--- src/pkg/igtdp_consts.svh ---
`ifndef IGTDP_CONSTS_SVH
`define IGTDP_CONSTS_SVH

// ==========================================
// register offsets (byte addresses)
`define IGTDP_OFF_ISR      8'h10
`define IGTDP_OFF_IMR      8'h14
`define IGTDP_OFF_GATE     8'h18
`define IGTDP_OFF_TX_DESCRIPTOR_POINTER     8'h20
`define IGTDP_OFF_CMD      8'h04
`define IGTDP_OFF_EVRAW    8'h28

// ==========================================
// field positions
`define IGTDP_GATE_EN_BIT  0
`define IGTDP_CMD_TXE_BIT  0
`define IGTDP_TX_DESCRIPTOR_POINTER_LSB     2
`define IGTDP_NUM_EVENTS   4

// ==========================================
// reset values
`define IGTDP_GATE_RST     32'h0000_0000
`define IGTDP_TX_DESCRIPTOR_POINTER_RST     32'h0000_0000
`define IGTDP_STAT_RST     4'h0
`define IGTDP_MASK_RST     4'h0
`define IGTDP_GATE_EN_RST  1'b0
`define IGTDP_LINK_RST     32'h0000_0000

`endif

--- src/pkg/igtdp_pkg.sv ---
package igtdp_pkg;

    typedef enum logic [1:0] {
        IGTDP_TX_IDLE,
        IGTDP_TX_FETCH,
        IGTDP_TX_SEND,
        IGTDP_TX_PARK
    } igtdp_tx_state_type;

    typedef logic [31:0] igtdp_word_type;
    typedef logic [3:0]  igtdp_evt_type;

endpackage

--- src/core/igtdp_irq_gate.sv ---
`timescale 1ns/1ns
`include "igtdp_consts.svh"

module igtdp_irq_gate (
    input  wire logic                   clk_i,
    input  wire logic                   rst_i,
    input  wire igtdp_pkg::igtdp_evt_type event_i,
    input  wire logic                   clr_we_i,
    input  wire igtdp_pkg::igtdp_evt_type clr_data_i,
    input  wire logic                   mask_we_i,
    input  wire igtdp_pkg::igtdp_evt_type mask_data_i,
    input  wire logic                   enable_i,
    output logic                        irq_o,
    output igtdp_pkg::igtdp_evt_type    status_o,
    output igtdp_pkg::igtdp_evt_type    mask_o
);
    import igtdp_pkg::*;

    typedef struct packed {
        igtdp_evt_type status;
        igtdp_evt_type mask;
        logic          irq;
    } igtdp_irq_state_type;

    igtdp_irq_state_type state_reg;
    igtdp_irq_state_type state_next;

    // ==========================================
    // sticky status, mask, gated line
    always_comb begin
        state_next = state_reg;
        if (clr_we_i) begin
            state_next.status = state_reg.status & ~clr_data_i;
        end
        // set wins over clear, mask ignored
        state_next.status = state_next.status | event_i;
        if (mask_we_i) begin
            state_next.mask = mask_data_i;
        end
        // line gated by enable bit
        state_next.irq = enable_i &&
            (|(state_next.status & state_next.mask));
        if (!enable_i) begin
            state_next.irq = 1'b0;
        end
    end

    always_ff @(posedge clk_i) begin
        if (rst_i) begin
            state_reg.status <= `IGTDP_STAT_RST;
            state_reg.mask   <= `IGTDP_MASK_RST;
            state_reg.irq    <= 1'b0;
        end else begin
            state_reg <= state_next;
        end
    end

    assign irq_o    = state_reg.irq;
    assign status_o = state_reg.status;
    assign mask_o   = state_reg.mask;

endmodule

--- src/core/igtdp_tx_walker.sv ---
`timescale 1ns/1ns
`include "igtdp_consts.svh"

module igtdp_tx_walker (
    input  wire logic                     clk_i,
    input  wire logic                     rst_i,
    input  wire logic                     txe_write_i,
    input  wire logic                     txe_value_i,
    input  wire logic                     tx_descriptor_pointer_we_i,
    input  wire igtdp_pkg::igtdp_word_type tx_descriptor_pointer_data_i,
    output logic                          fetch_req_o,
    output igtdp_pkg::igtdp_word_type     fetch_addr_o,
    input  wire logic                     fetch_ack_i,
    input  wire igtdp_pkg::igtdp_word_type link_i,
    input  wire logic                     desc_done_i,
    output igtdp_pkg::igtdp_word_type     tx_descriptor_pointer_o,
    output logic                          active_o,
    output logic                          advance_o,
    output logic                          end_of_list_o
);
    import igtdp_pkg::*;

    typedef struct packed {
        igtdp_tx_state_type st;
        igtdp_word_type     ptr;
        igtdp_word_type     link;
        logic               adv;
        logic               eol;
    } igtdp_walk_state_type;

    igtdp_walk_state_type state_reg;
    igtdp_walk_state_type state_next;

    function automatic igtdp_word_type align_word(input igtdp_word_type a);
        align_word = {a[31:`IGTDP_TX_DESCRIPTOR_POINTER_LSB], 2'b00};
    endfunction

    // ==========================================
    // linked list walk
    always_comb begin
        state_next     = state_reg;
        state_next.adv = 1'b0;
        state_next.eol = 1'b0;
        case (state_reg.st)
            IGTDP_TX_IDLE: begin
                if (tx_descriptor_pointer_we_i) begin
                    state_next.ptr = align_word(tx_descriptor_pointer_data_i);
                end
                if (txe_write_i && txe_value_i) begin
                    state_next.st = IGTDP_TX_FETCH;
                end
            end
            IGTDP_TX_FETCH: begin
                if (fetch_ack_i) begin
                    // link only valid with the ack pulse
                    state_next.link = link_i;
                    if (link_i == 32'h0000_0000) begin
                        state_next.st  = IGTDP_TX_PARK;
                        state_next.eol = 1'b1;
                    end else begin
                        state_next.st = IGTDP_TX_SEND;
                    end
                end
            end
            IGTDP_TX_SEND: begin
                if (desc_done_i) begin
                    state_next.ptr = align_word(state_reg.link);
                    state_next.adv = 1'b1;
                    state_next.st  = IGTDP_TX_FETCH;
                end
            end
            IGTDP_TX_PARK: begin
                if (txe_write_i) begin
                    state_next.st = IGTDP_TX_FETCH;
                end
            end
            default: begin
                state_next.st = IGTDP_TX_IDLE;
            end
        endcase
        if (txe_write_i && !txe_value_i) begin
            state_next.st = IGTDP_TX_IDLE;
        end
    end

    always_ff @(posedge clk_i) begin
        if (rst_i) begin
            state_reg.st  <= IGTDP_TX_IDLE;
            state_reg.ptr <= `IGTDP_TX_DESCRIPTOR_POINTER_RST;
            state_reg.link <= `IGTDP_LINK_RST;
            state_reg.adv <= 1'b0;
            state_reg.eol <= 1'b0;
        end else begin
            state_reg <= state_next;
        end
    end

    assign fetch_req_o   = (state_reg.st == IGTDP_TX_FETCH);
    assign fetch_addr_o  = state_reg.ptr;
    assign tx_descriptor_pointer_o        = state_reg.ptr;
    assign active_o      = (state_reg.st != IGTDP_TX_IDLE);
    assign advance_o     = state_reg.adv;
    assign end_of_list_o = state_reg.eol;

endmodule

--- src/core/igtdp_regs.sv ---
`timescale 1ns/1ns
`include "igtdp_consts.svh"

// Behaviour
// - the host interrupt line is driven only while gate bit 0 is one; bits 31..1 are unused.
// - with the gate bit zero the line stays low whatever status is pending.
// - writing the gate register leaves interrupt status and mask untouched.
// - the gate register is read-write at 0x18 and resets to zero.
// - the descriptor pointer is read-write at 0x20 while idle and read-only while active, resets to zero, bits 1..0 unused.
// - while active the pointer follows the engine along the linked list.
// - a null link holds the pointer on the current descriptor.
// - writing one to the transmit enable bit while idle or parked makes the engine refetch the link field; writing zero returns it to idle.
// - status bits set whatever the mask, and count only when their mask bit is set.

module igtdp_regs (
    input  wire logic                      clk_i,
    input  wire logic                      rst_i,
    input  wire logic                      wb_cyc_i,
    input  wire logic                      wb_stb_i,
    input  wire logic                      wb_we_i,
    input  wire logic [7:0]                wb_adr_i,
    input  wire logic [3:0]                wb_sel_i,
    input  wire igtdp_pkg::igtdp_word_type wb_dat_i,
    output igtdp_pkg::igtdp_word_type      wb_dat_o,
    output logic                           wb_ack_o,
    input  wire igtdp_pkg::igtdp_evt_type  ext_event_i,
    output logic                           fetch_req_o,
    output igtdp_pkg::igtdp_word_type      fetch_addr_o,
    input  wire logic                      fetch_ack_i,
    input  wire igtdp_pkg::igtdp_word_type link_i,
    input  wire logic                      desc_done_i,
    output logic                           tx_active_o,
    output logic                           host_interrupt_line_o
);
    import igtdp_pkg::*;

    typedef struct packed {
        logic           ack;
        igtdp_word_type rdata;
        logic           gate;
        logic           transmit_enable_bit;
    } igtdp_bus_state_type;

    igtdp_bus_state_type state_reg;
    igtdp_bus_state_type state_next;

    // ==========================================
    // bus decode nets
    logic           req;
    logic           rd;
    logic           wr;
    logic           lane0;
    logic           hit_gate;
    logic           hit_tx_descriptor_pointer;
    logic           hit_cmd;
    logic           hit_isr;
    logic           hit_imr;
    logic           wr_gate;
    logic           wr_tx_descriptor_pointer;
    logic           wr_cmd;
    logic           wr_isr;
    logic           wr_imr;
    logic           wgate;
    logic           wtxe;
    igtdp_evt_type  wevt;
    igtdp_word_type wmerged;

    // ==========================================
    // submodule nets
    igtdp_word_type tx_descriptor_pointer;
    igtdp_evt_type  status;
    igtdp_evt_type  mask;
    igtdp_evt_type  events;
    igtdp_evt_type  tx_events;
    logic           active;
    logic           adv;
    logic           eol;

    // ==========================================
    // register images
    igtdp_word_type gate_word;
    igtdp_word_type tx_descriptor_pointer_word;
    igtdp_word_type cmd_word;
    igtdp_word_type isr_word;
    igtdp_word_type imr_word;
    igtdp_word_type evraw_word;
    igtdp_word_type read_word;

    // ==========================================
    // helper functions
    function automatic logic addr_hit(input logic [7:0] adr,
                                      input logic [7:0] off);
        addr_hit = (adr == off);
    endfunction

    function automatic igtdp_word_type merge_bytes(input igtdp_word_type old,
                                                   input igtdp_word_type nw,
                                                   input logic [3:0]     sel);
        merge_bytes = old;
        for (int i = 0; i < 4; i++) begin
            if (sel[i]) begin
                merge_bytes[i*8 +: 8] = nw[i*8 +: 8];
            end
        end
    endfunction

    function automatic igtdp_word_type bit_word(input logic b);
        bit_word = {31'h0, b};
    endfunction

    function automatic igtdp_word_type evt_word(input igtdp_evt_type e);
        evt_word = {28'h0, e};
    endfunction

    function automatic igtdp_word_type read_mux(
        input logic [7:0]     adr,
        input igtdp_word_type gate_w,
        input igtdp_word_type tx_descriptor_pointer_w,
        input igtdp_word_type cmd_w,
        input igtdp_word_type isr_w,
        input igtdp_word_type imr_w,
        input igtdp_word_type evraw_w
    );
        case (adr)
            `IGTDP_OFF_GATE: begin
                read_mux = gate_w;
            end
            `IGTDP_OFF_TX_DESCRIPTOR_POINTER: begin
                read_mux = tx_descriptor_pointer_w;
            end
            `IGTDP_OFF_CMD: begin
                read_mux = cmd_w;
            end
            `IGTDP_OFF_ISR: begin
                read_mux = isr_w;
            end
            `IGTDP_OFF_IMR: begin
                read_mux = imr_w;
            end
            `IGTDP_OFF_EVRAW: begin
                read_mux = evraw_w;
            end
            default: begin
                read_mux = 32'h0000_0000;
            end
        endcase
    endfunction

    // ==========================================
    // bus decode
    assign req      = wb_cyc_i && wb_stb_i && !state_reg.ack;
    assign rd       = req && !wb_we_i;
    assign wr       = req && wb_we_i;
    assign lane0    = wb_sel_i[0];
    assign hit_gate = addr_hit(wb_adr_i, `IGTDP_OFF_GATE);
    assign hit_tx_descriptor_pointer = addr_hit(wb_adr_i, `IGTDP_OFF_TX_DESCRIPTOR_POINTER);
    assign hit_cmd  = addr_hit(wb_adr_i, `IGTDP_OFF_CMD);
    assign hit_isr  = addr_hit(wb_adr_i, `IGTDP_OFF_ISR);
    assign hit_imr  = addr_hit(wb_adr_i, `IGTDP_OFF_IMR);

    // ==========================================
    // write strobes, lane 0 for the narrow registers
    assign wr_gate = wr && hit_gate && lane0;
    assign wr_tx_descriptor_pointer = wr && hit_tx_descriptor_pointer && !active;
    assign wr_cmd  = wr && hit_cmd && lane0;
    assign wr_isr  = wr && hit_isr && lane0;
    assign wr_imr  = wr && hit_imr && lane0;
    assign wgate   = wb_dat_i[`IGTDP_GATE_EN_BIT];
    assign wtxe    = wb_dat_i[`IGTDP_CMD_TXE_BIT];
    assign wevt    = wb_dat_i[3:0];
    assign wmerged = merge_bytes(tx_descriptor_pointer,
                                 wb_dat_i,
                                 wb_sel_i);

    // ==========================================
    // transmit events feed the sticky status
    assign tx_events = {2'b00, eol, adv};
    assign events    = ext_event_i | tx_events;

    // ==========================================
    // read images
    assign gate_word  = bit_word(state_reg.gate);
    assign tx_descriptor_pointer_word  = {tx_descriptor_pointer[31:`IGTDP_TX_DESCRIPTOR_POINTER_LSB], 2'b00};
    assign cmd_word   = bit_word(state_reg.transmit_enable_bit);
    assign isr_word   = evt_word(status);
    assign imr_word   = evt_word(mask);
    assign evraw_word = bit_word(active);
    assign read_word  = read_mux(wb_adr_i,
                                 gate_word,
                                 tx_descriptor_pointer_word,
                                 cmd_word,
                                 isr_word,
                                 imr_word,
                                 evraw_word);

    // ==========================================
    // control and read path
    always_comb begin
        state_next     = state_reg;
        state_next.ack = req;
        if (wr_gate) begin
            // only the gate bit, status and mask kept
            state_next.gate = wgate;
        end
        if (wr_cmd) begin
            state_next.transmit_enable_bit = wtxe;
        end
        if (rd) begin
            state_next.rdata = read_word;
        end
    end

    always_ff @(posedge clk_i) begin
        if (rst_i) begin
            state_reg.ack   <= 1'b0;
            state_reg.rdata <= 32'h0000_0000;
            state_reg.gate  <= `IGTDP_GATE_EN_RST;
            state_reg.transmit_enable_bit   <= 1'b0;
        end else begin
            state_reg <= state_next;
        end
    end

    // ==========================================
    // submodules
    igtdp_irq_gate u_irq (
        .clk_i       (clk_i),
        .rst_i       (rst_i),
        .event_i     (events),
        .clr_we_i    (wr_isr),
        .clr_data_i  (wevt),
        .mask_we_i   (wr_imr),
        .mask_data_i (wevt),
        .enable_i    (state_reg.gate),
        .irq_o       (host_interrupt_line_o),
        .status_o    (status),
        .mask_o      (mask)
    );

    igtdp_tx_walker u_walk (
        .clk_i         (clk_i),
        .rst_i         (rst_i),
        .txe_write_i   (wr_cmd),
        .txe_value_i   (wtxe),
        .tx_descriptor_pointer_we_i     (wr_tx_descriptor_pointer),
        .tx_descriptor_pointer_data_i   (wmerged),
        .fetch_req_o   (fetch_req_o),
        .fetch_addr_o  (fetch_addr_o),
        .fetch_ack_i   (fetch_ack_i),
        .link_i        (link_i),
        .desc_done_i   (desc_done_i),
        .tx_descriptor_pointer_o        (tx_descriptor_pointer),
        .active_o      (active),
        .advance_o     (adv),
        .end_of_list_o (eol)
    );

    assign wb_ack_o    = state_reg.ack;
    assign wb_dat_o    = state_reg.rdata;
    assign tx_active_o = active;

endmodule

--- config.mk ---
export PLATFORM = sky130hd
export DESIGN_NAME = igtdp_regs
export DESIGN_NICKNAME = d
export VERILOG_FILES = /design/src/pkg/igtdp_pkg.sv /design/src/core/igtdp_irq_gate.sv /design/src/core/igtdp_tx_walker.sv /design/src/core/igtdp_regs.sv
export VERILOG_INCLUDE_DIRS = /design/src /design/src/pkg
export SDC_FILE = /design/constraint.sdc
export NUM_CORES = 1
export LEC_CHECK = 0
export ABC_AREA = 1
export BUFFER_PORTS_ARGS = -buffer_cell sky130_fd_sc_hd__buf_4
export CORE_AREA = 2 2 88 111
export CTS_CLUSTER_DIAMETER = 30
export DETAILED_ROUTE_END_ITERATION = 12
export DIE_AREA = 0 0 90 113
export PLACE_DENSITY = 0.83
export SLEW_MARGIN = 20
export SYNTH_ARGS = -nofsm -noshare
export SYNTH_HDL_FRONTEND = slang
export SYNTH_SLANG_ARGS = --single-unit
--- constraint.sdc ---
create_clock -name clk_i -period 2.1 [get_ports clk_i]
set_clock_uncertainty 0.05 [all_clocks]
set_input_delay 0.42 -clock clk_i [delete_from_list [all_inputs] [get_ports clk_i]]
set_output_delay 0.42 -clock clk_i [all_outputs]
set_load 0.05 [all_outputs]
# == After elaboration in Yosys (flattened, before gate mapping) ==
# Cells that the tools add are included.
# word_totals
reg_bits,112
out_inout_bits,68
wordCells,97
input_bits,87
# op_classes
n_eq_ne,18
n_mux,17
bitwise_logic,9
reduce_logical,37
# op_table
cell,count
32-bit one-hot mux with 6 select lines,1
32-bit one-hot mux with 2 select lines,1
34-bit 2-to-1 mux,1
32-bit zero test,1
32-bit 2-to-1 mux,1
8-bit 2-to-1 mux,4
8-bit by 5-bit == test with 1-bit output (second input constant),3
4-bit AND reduction,5
1-bit logical AND,17
8-bit by 6-bit == test with 1-bit output (second input constant),2
2-bit inequality test (second input constant),5
4-bit AND,2
8-bit by 3-bit == test with 1-bit output (second input constant),1
4-bit 2-to-1 mux,2
2-bit by 1-bit inequality test with 1-bit output (second input constant),4
2-bit one-hot mux with 4 select lines,1
2-bit 2-to-1 mux,3
2-bit OR reduction,3
2-bit == test (second input constant),2
1-bit zero test,4
1-bit NOT,4
4-bit NOT,1
4-bit by 2-bit OR with 4-bit output,1
4-bit OR,1
8 further kinds,11

# == Logic depth before layout (Yosys ltp) ==
# logic_depth
ltp_word,10
depth_mapped,11
depth_no_buf,11

# == Modules after synthesis ==
# A second synthesis with hierarchy kept.
# unflattened
cells_unflattened,769
area_unflattened_um2,5601.6
# by_module_without_submodules
module,cells_each,area_per_inst_um2,n_inst,seq_area_each_um2
igtdp_tx_walker,456,3255.6,1,1281.2
igtdp_regs,255,1966.9,1,700.7
igtdp_irq_gate,58,379.1,1,180.2

# == Least setup slack after synthesis ==
# OpenSTA, ideal clock, no wires.
# synth_timing
path_kind,flip-flop to flip-flop
start,register state_reg (netlist bit wb_ack_o)
end,register u_walk.state_reg (netlist bit u_walk.fetch_addr_o[27])
period_less_slack_ps,1691
required_time_ps,1985
n_path_buf,1
setup_ps,65
arrival_time_ps,1577
path_stages_with_launch,10
setup_slack_ps,409
cell_sequence,dfxtp_1 > inv_1 > nand4_1 > inv_1 > nand2_1 > nand2_1 > nand2_4 > clkbuf_1 > nor3_1 > nor2_1
# synth_via
elab_chain_cells,7
# synth_rtl
element,line,rtl
"start, declared",igtdp_regs.sv:44,igtdp_bus_state_type state_reg;
"start signal, assigned",igtdp_regs.sv:220,state_reg <= state_next;
1-bit zero test,igtdp_regs.sv:151,assign req = wb_cyc_i && wb_stb_i && !state_reg.ack;
1-bit logical AND,igtdp_regs.sv:151,
1-bit logical AND,igtdp_regs.sv:153,assign wr = req && wb_we_i;
1-bit logical AND (2 in series),igtdp_regs.sv:164,assign wr_tx_descriptor_pointer = wr && hit_tx_descriptor_pointer && !active;
2-bit by 1-bit inequality test with 1-bit output (no source line),-,
4-bit AND reduction (no source line),-,
"end signal, assigned",igtdp_tx_walker.sv:94,state_reg <= state_next;
"end, declared",igtdp_tx_walker.sv:31,igtdp_walk_state_type state_reg;
# Every way passes these cells.
# A chain may end at the register's enable or synchronous reset.

# == Worst setup path after layout ==
# layout_timing
start,register u_walk.state_reg[66] (netlist name)
end,output port tx_active_o
# layout_via
elab_chain_cells,1
# layout_rtl
element,line,rtl
2-bit nonzero test,igtdp_tx_walker.sv:101,assign active_o = (state_reg.st != IGTDP_TX_IDLE);
"end, declared",igtdp_regs.sv:32,"output logic tx_active_o,"
# Every way passes these cells.

==> flow_summary.toml <==
[min_path]
hold_path.class = "primary input to flip-flop"
min_path_cells = 2
hold_path_end = "u_walk.end_of_list_o$_SDFF_PP0_"
hp-start = "rst_i"

[worst_setup_path]
cpPeakStageDelay_ns = 0.45
r2r_setup_slack_ns = 0.43
crit_buf_inv = 2
path_class = "flip-flop to output port"
end_kind = "output port"
path_cells = "nor2_4 > inv_2 > buf_4"
critical_path.top_delay_family = "flip-flops"
ff2ff_path_depth = 10
rr_startpoint = "wb_ack_o$_SDFF_PP0_"
arrival_ns = 1.24
critical_path_required_ns = 1.63
rr_endpoint = "u_walk.fetch_addr_o[5]$_SDFFE_PP0P_"
crit_path_start_kind = "flip-flop"
crit_path_max_fanout = 6
crit_path_top_delay_cell = "dfxtp_1"

[sta]
slew_headroom = 0.401
setup-violations-final = 0
min_period_ns = 1.71
hold_viol = 0
post-route-period-util = 0.816
worst_slack_ns = 0.386
finalMaxSlewViolations = 0
rsz0062_at_grt = "false"
fin_tns_setup_ns = 0
timing_worst_slew_pin_value_ns = 0.897
max_freq_ghz = 0.583

[drt]
drc_errors = 0
routed_wl_um = 12700
vias = 4771
first_pass_iters = 5
ant_nets = 0
wl_per_cell_um = 13.8
drt_iter0_markers = 236
drt-vias-per-instance = 5.21

[floorplanning]
num_rows = 39
start_util = 0.535
die_h_um = 113
ios = 155
fp.coreArea_um2 = 9080
fp.dieW_um = 90
dieArea_um2 = 10200

[power]
irDropWorstVdd_mv = 0.613
p_leak_nw = 2.68
power_density_nw_per_um2 = 1070

[clock_tree]
cts_buffer_depth = 2
root_buffer = "clkbuf_16"
htree_levels = 3
cts_made_buffers = 9
postCtsHoldBufs = 0
clock_sinks = 108
cts_resized = 0
cts_tree = "built"
post-cts-setup-buffers = 0
clk_latency_ns = 0.34
cts.clk_slew.worst_paths_ns = 0.07

[cells_and_area]
area_growth_pct = 26.4
nNetsFinal = 875
layout.cells.most_common = "buf_4"
final_cell_mix = "buf_4 (164), nand2_1 (133), dfxtp_1 (108), o21ai_0 (77), a21oi_1 (75)"
drive_above_1_share = 0.252
antenna_cells = 0
n_fill_cell = 793

[synthesis]
synth_top_area_frac = 0.445
post-synth-top-area-cell = "dfxtp_1"
ys_seq_area_frac = 0.445
yosys.cell_types.count = 29
synth_area_per_cell_um2 = 7.14
yosysWarnings = 0
synth_area_leaders = "dfxtp_1 (45%), nand2_1 (10%), o21ai_0 (7.9%)"
ys_seq_elements = 108
syn_area_um2 = 4850
syn_inst = 680

[run]
maxCapViolCount = 0

[placed_design]
dp_hpwl_um = 9670
place.gp.congestion = 0.874
io_buffer_count = 152
place_ws_ns = 0.178

[global_routing]
grt.overflow.total = 0
grt_pass1_wl_um = 20800
grt_pass1_vias = 4433
grt_max_degree = 51
antenna_found_initial = 0
track_usage = 0.250

[run_status]
status = "completed"
worst reg2reg max path, delay by kind of cell, from the launching register on:
kind	cells	cell delay [ns]
AO/OA/AOI/OAI	1	0.30
buffers and inverters	2	0.22
flip-flops	1	0.31
AND/OR/NAND/NOR	7	0.69
worst max-delay path by stage:
stage | start | end | slack, ns | depth (start not counted)
2_1_floorplan | wb_ack_o$_SDFF_PP0_ | u_walk.fetch_addr_o[27]$_SDFFE_PP0P_ | 0.41 | 9
3_3_place_gp | wb_adr_i[7] | u_walk.fetch_addr_o[2]$_SDFFE_PP0P_ | 0.28 | 11
3_5_place_dp | wb_adr_i[7] | u_walk.fetch_addr_o[2]$_SDFFE_PP0P_ | 0.18 | 11
4_1_cts | u_walk.state_reg[66]$_SDFFE_PP0P_ | tx_active_o | 0.37 | 3
5_1_grt | wb_ack_o$_SDFF_PP0_ | u_walk.fetch_addr_o[4]$_SDFFE_PP0P_ | 0.21 | 10
6_report | u_walk.state_reg[66]$_SDFFE_PP0P_ | tx_active_o | 0.39 | 3
per-layer routing:
metal  track usage  share of wire
met1         0.324           0.45
met2         0.418           0.47
met5             0              0
met3        0.0473          0.055
met4        0.0882          0.023
cell families (layout without fill, tap and decap cells):
logic type             after synthesis  count (layout)  synth area share
AOI/OAI and AO/OA                  162             162             0.170
buffers and inverters              117             229             0.123
DFF                                108             108             0.445
other                                1               2          0.000772
and+or+nand+nor                    292             292             0.261
synth_stat cells:
master	count
nand3_1	51
clkbuf_1	24
or2_1	1
a31oi_1	1
nor2_1	58
a21oi_1	75
buf_6	4
buf_2	5
buf_4	32
clkbuf_2	1
nor2_2	10
o21bai_1	1
or2_2	2
buf_1	3
inv_2	4
inv_1	44
nand2_4	1
o21ai_0	77
nor2_4	1
nand3b_1	2
nor3_1	26
a21oi_4	1
conb_1	1
nand4_1	2
o21ai_1	6
dfxtp_1	108
o22ai_1	1
nand2_1	133
nor4_1	5
layout make-up:
class	instances	area, um2	share of cell area
clock inverter	5	46.3	0.00754
timing repair buffer	165	1250	0.204
sequential	108	2160	0.352
clock buffer	11	243	0.0395
inverter	48	180	0.0294
multi-input combinational	456	2100	0.342
tap	123	154	0.0251
through the flow:
step                hold slack (ns)  power [mW]  std cells  utilization  cell area (um2)
detailed placement            0.386        4.99        900        0.644             5850
global placement              0.382        4.92        900        0.644             5850
global route                  0.224        6.90        916        0.676             6140
CTS                           0.227        6.59        916        0.676             6140
finish                        0.229        6.57        916        0.676             6140
floorplan                     0.375        4.50        681            -             4860
where the power goes:
group          internal (mW)  total [mW]  switching, mW  leakage (nW)
sequential              2.37        2.61          0.240         0.876
combinational          0.707        2.35           1.65          1.66
clock                  0.855        1.61          0.757         0.142
Power figures use the tool's default switching activity.
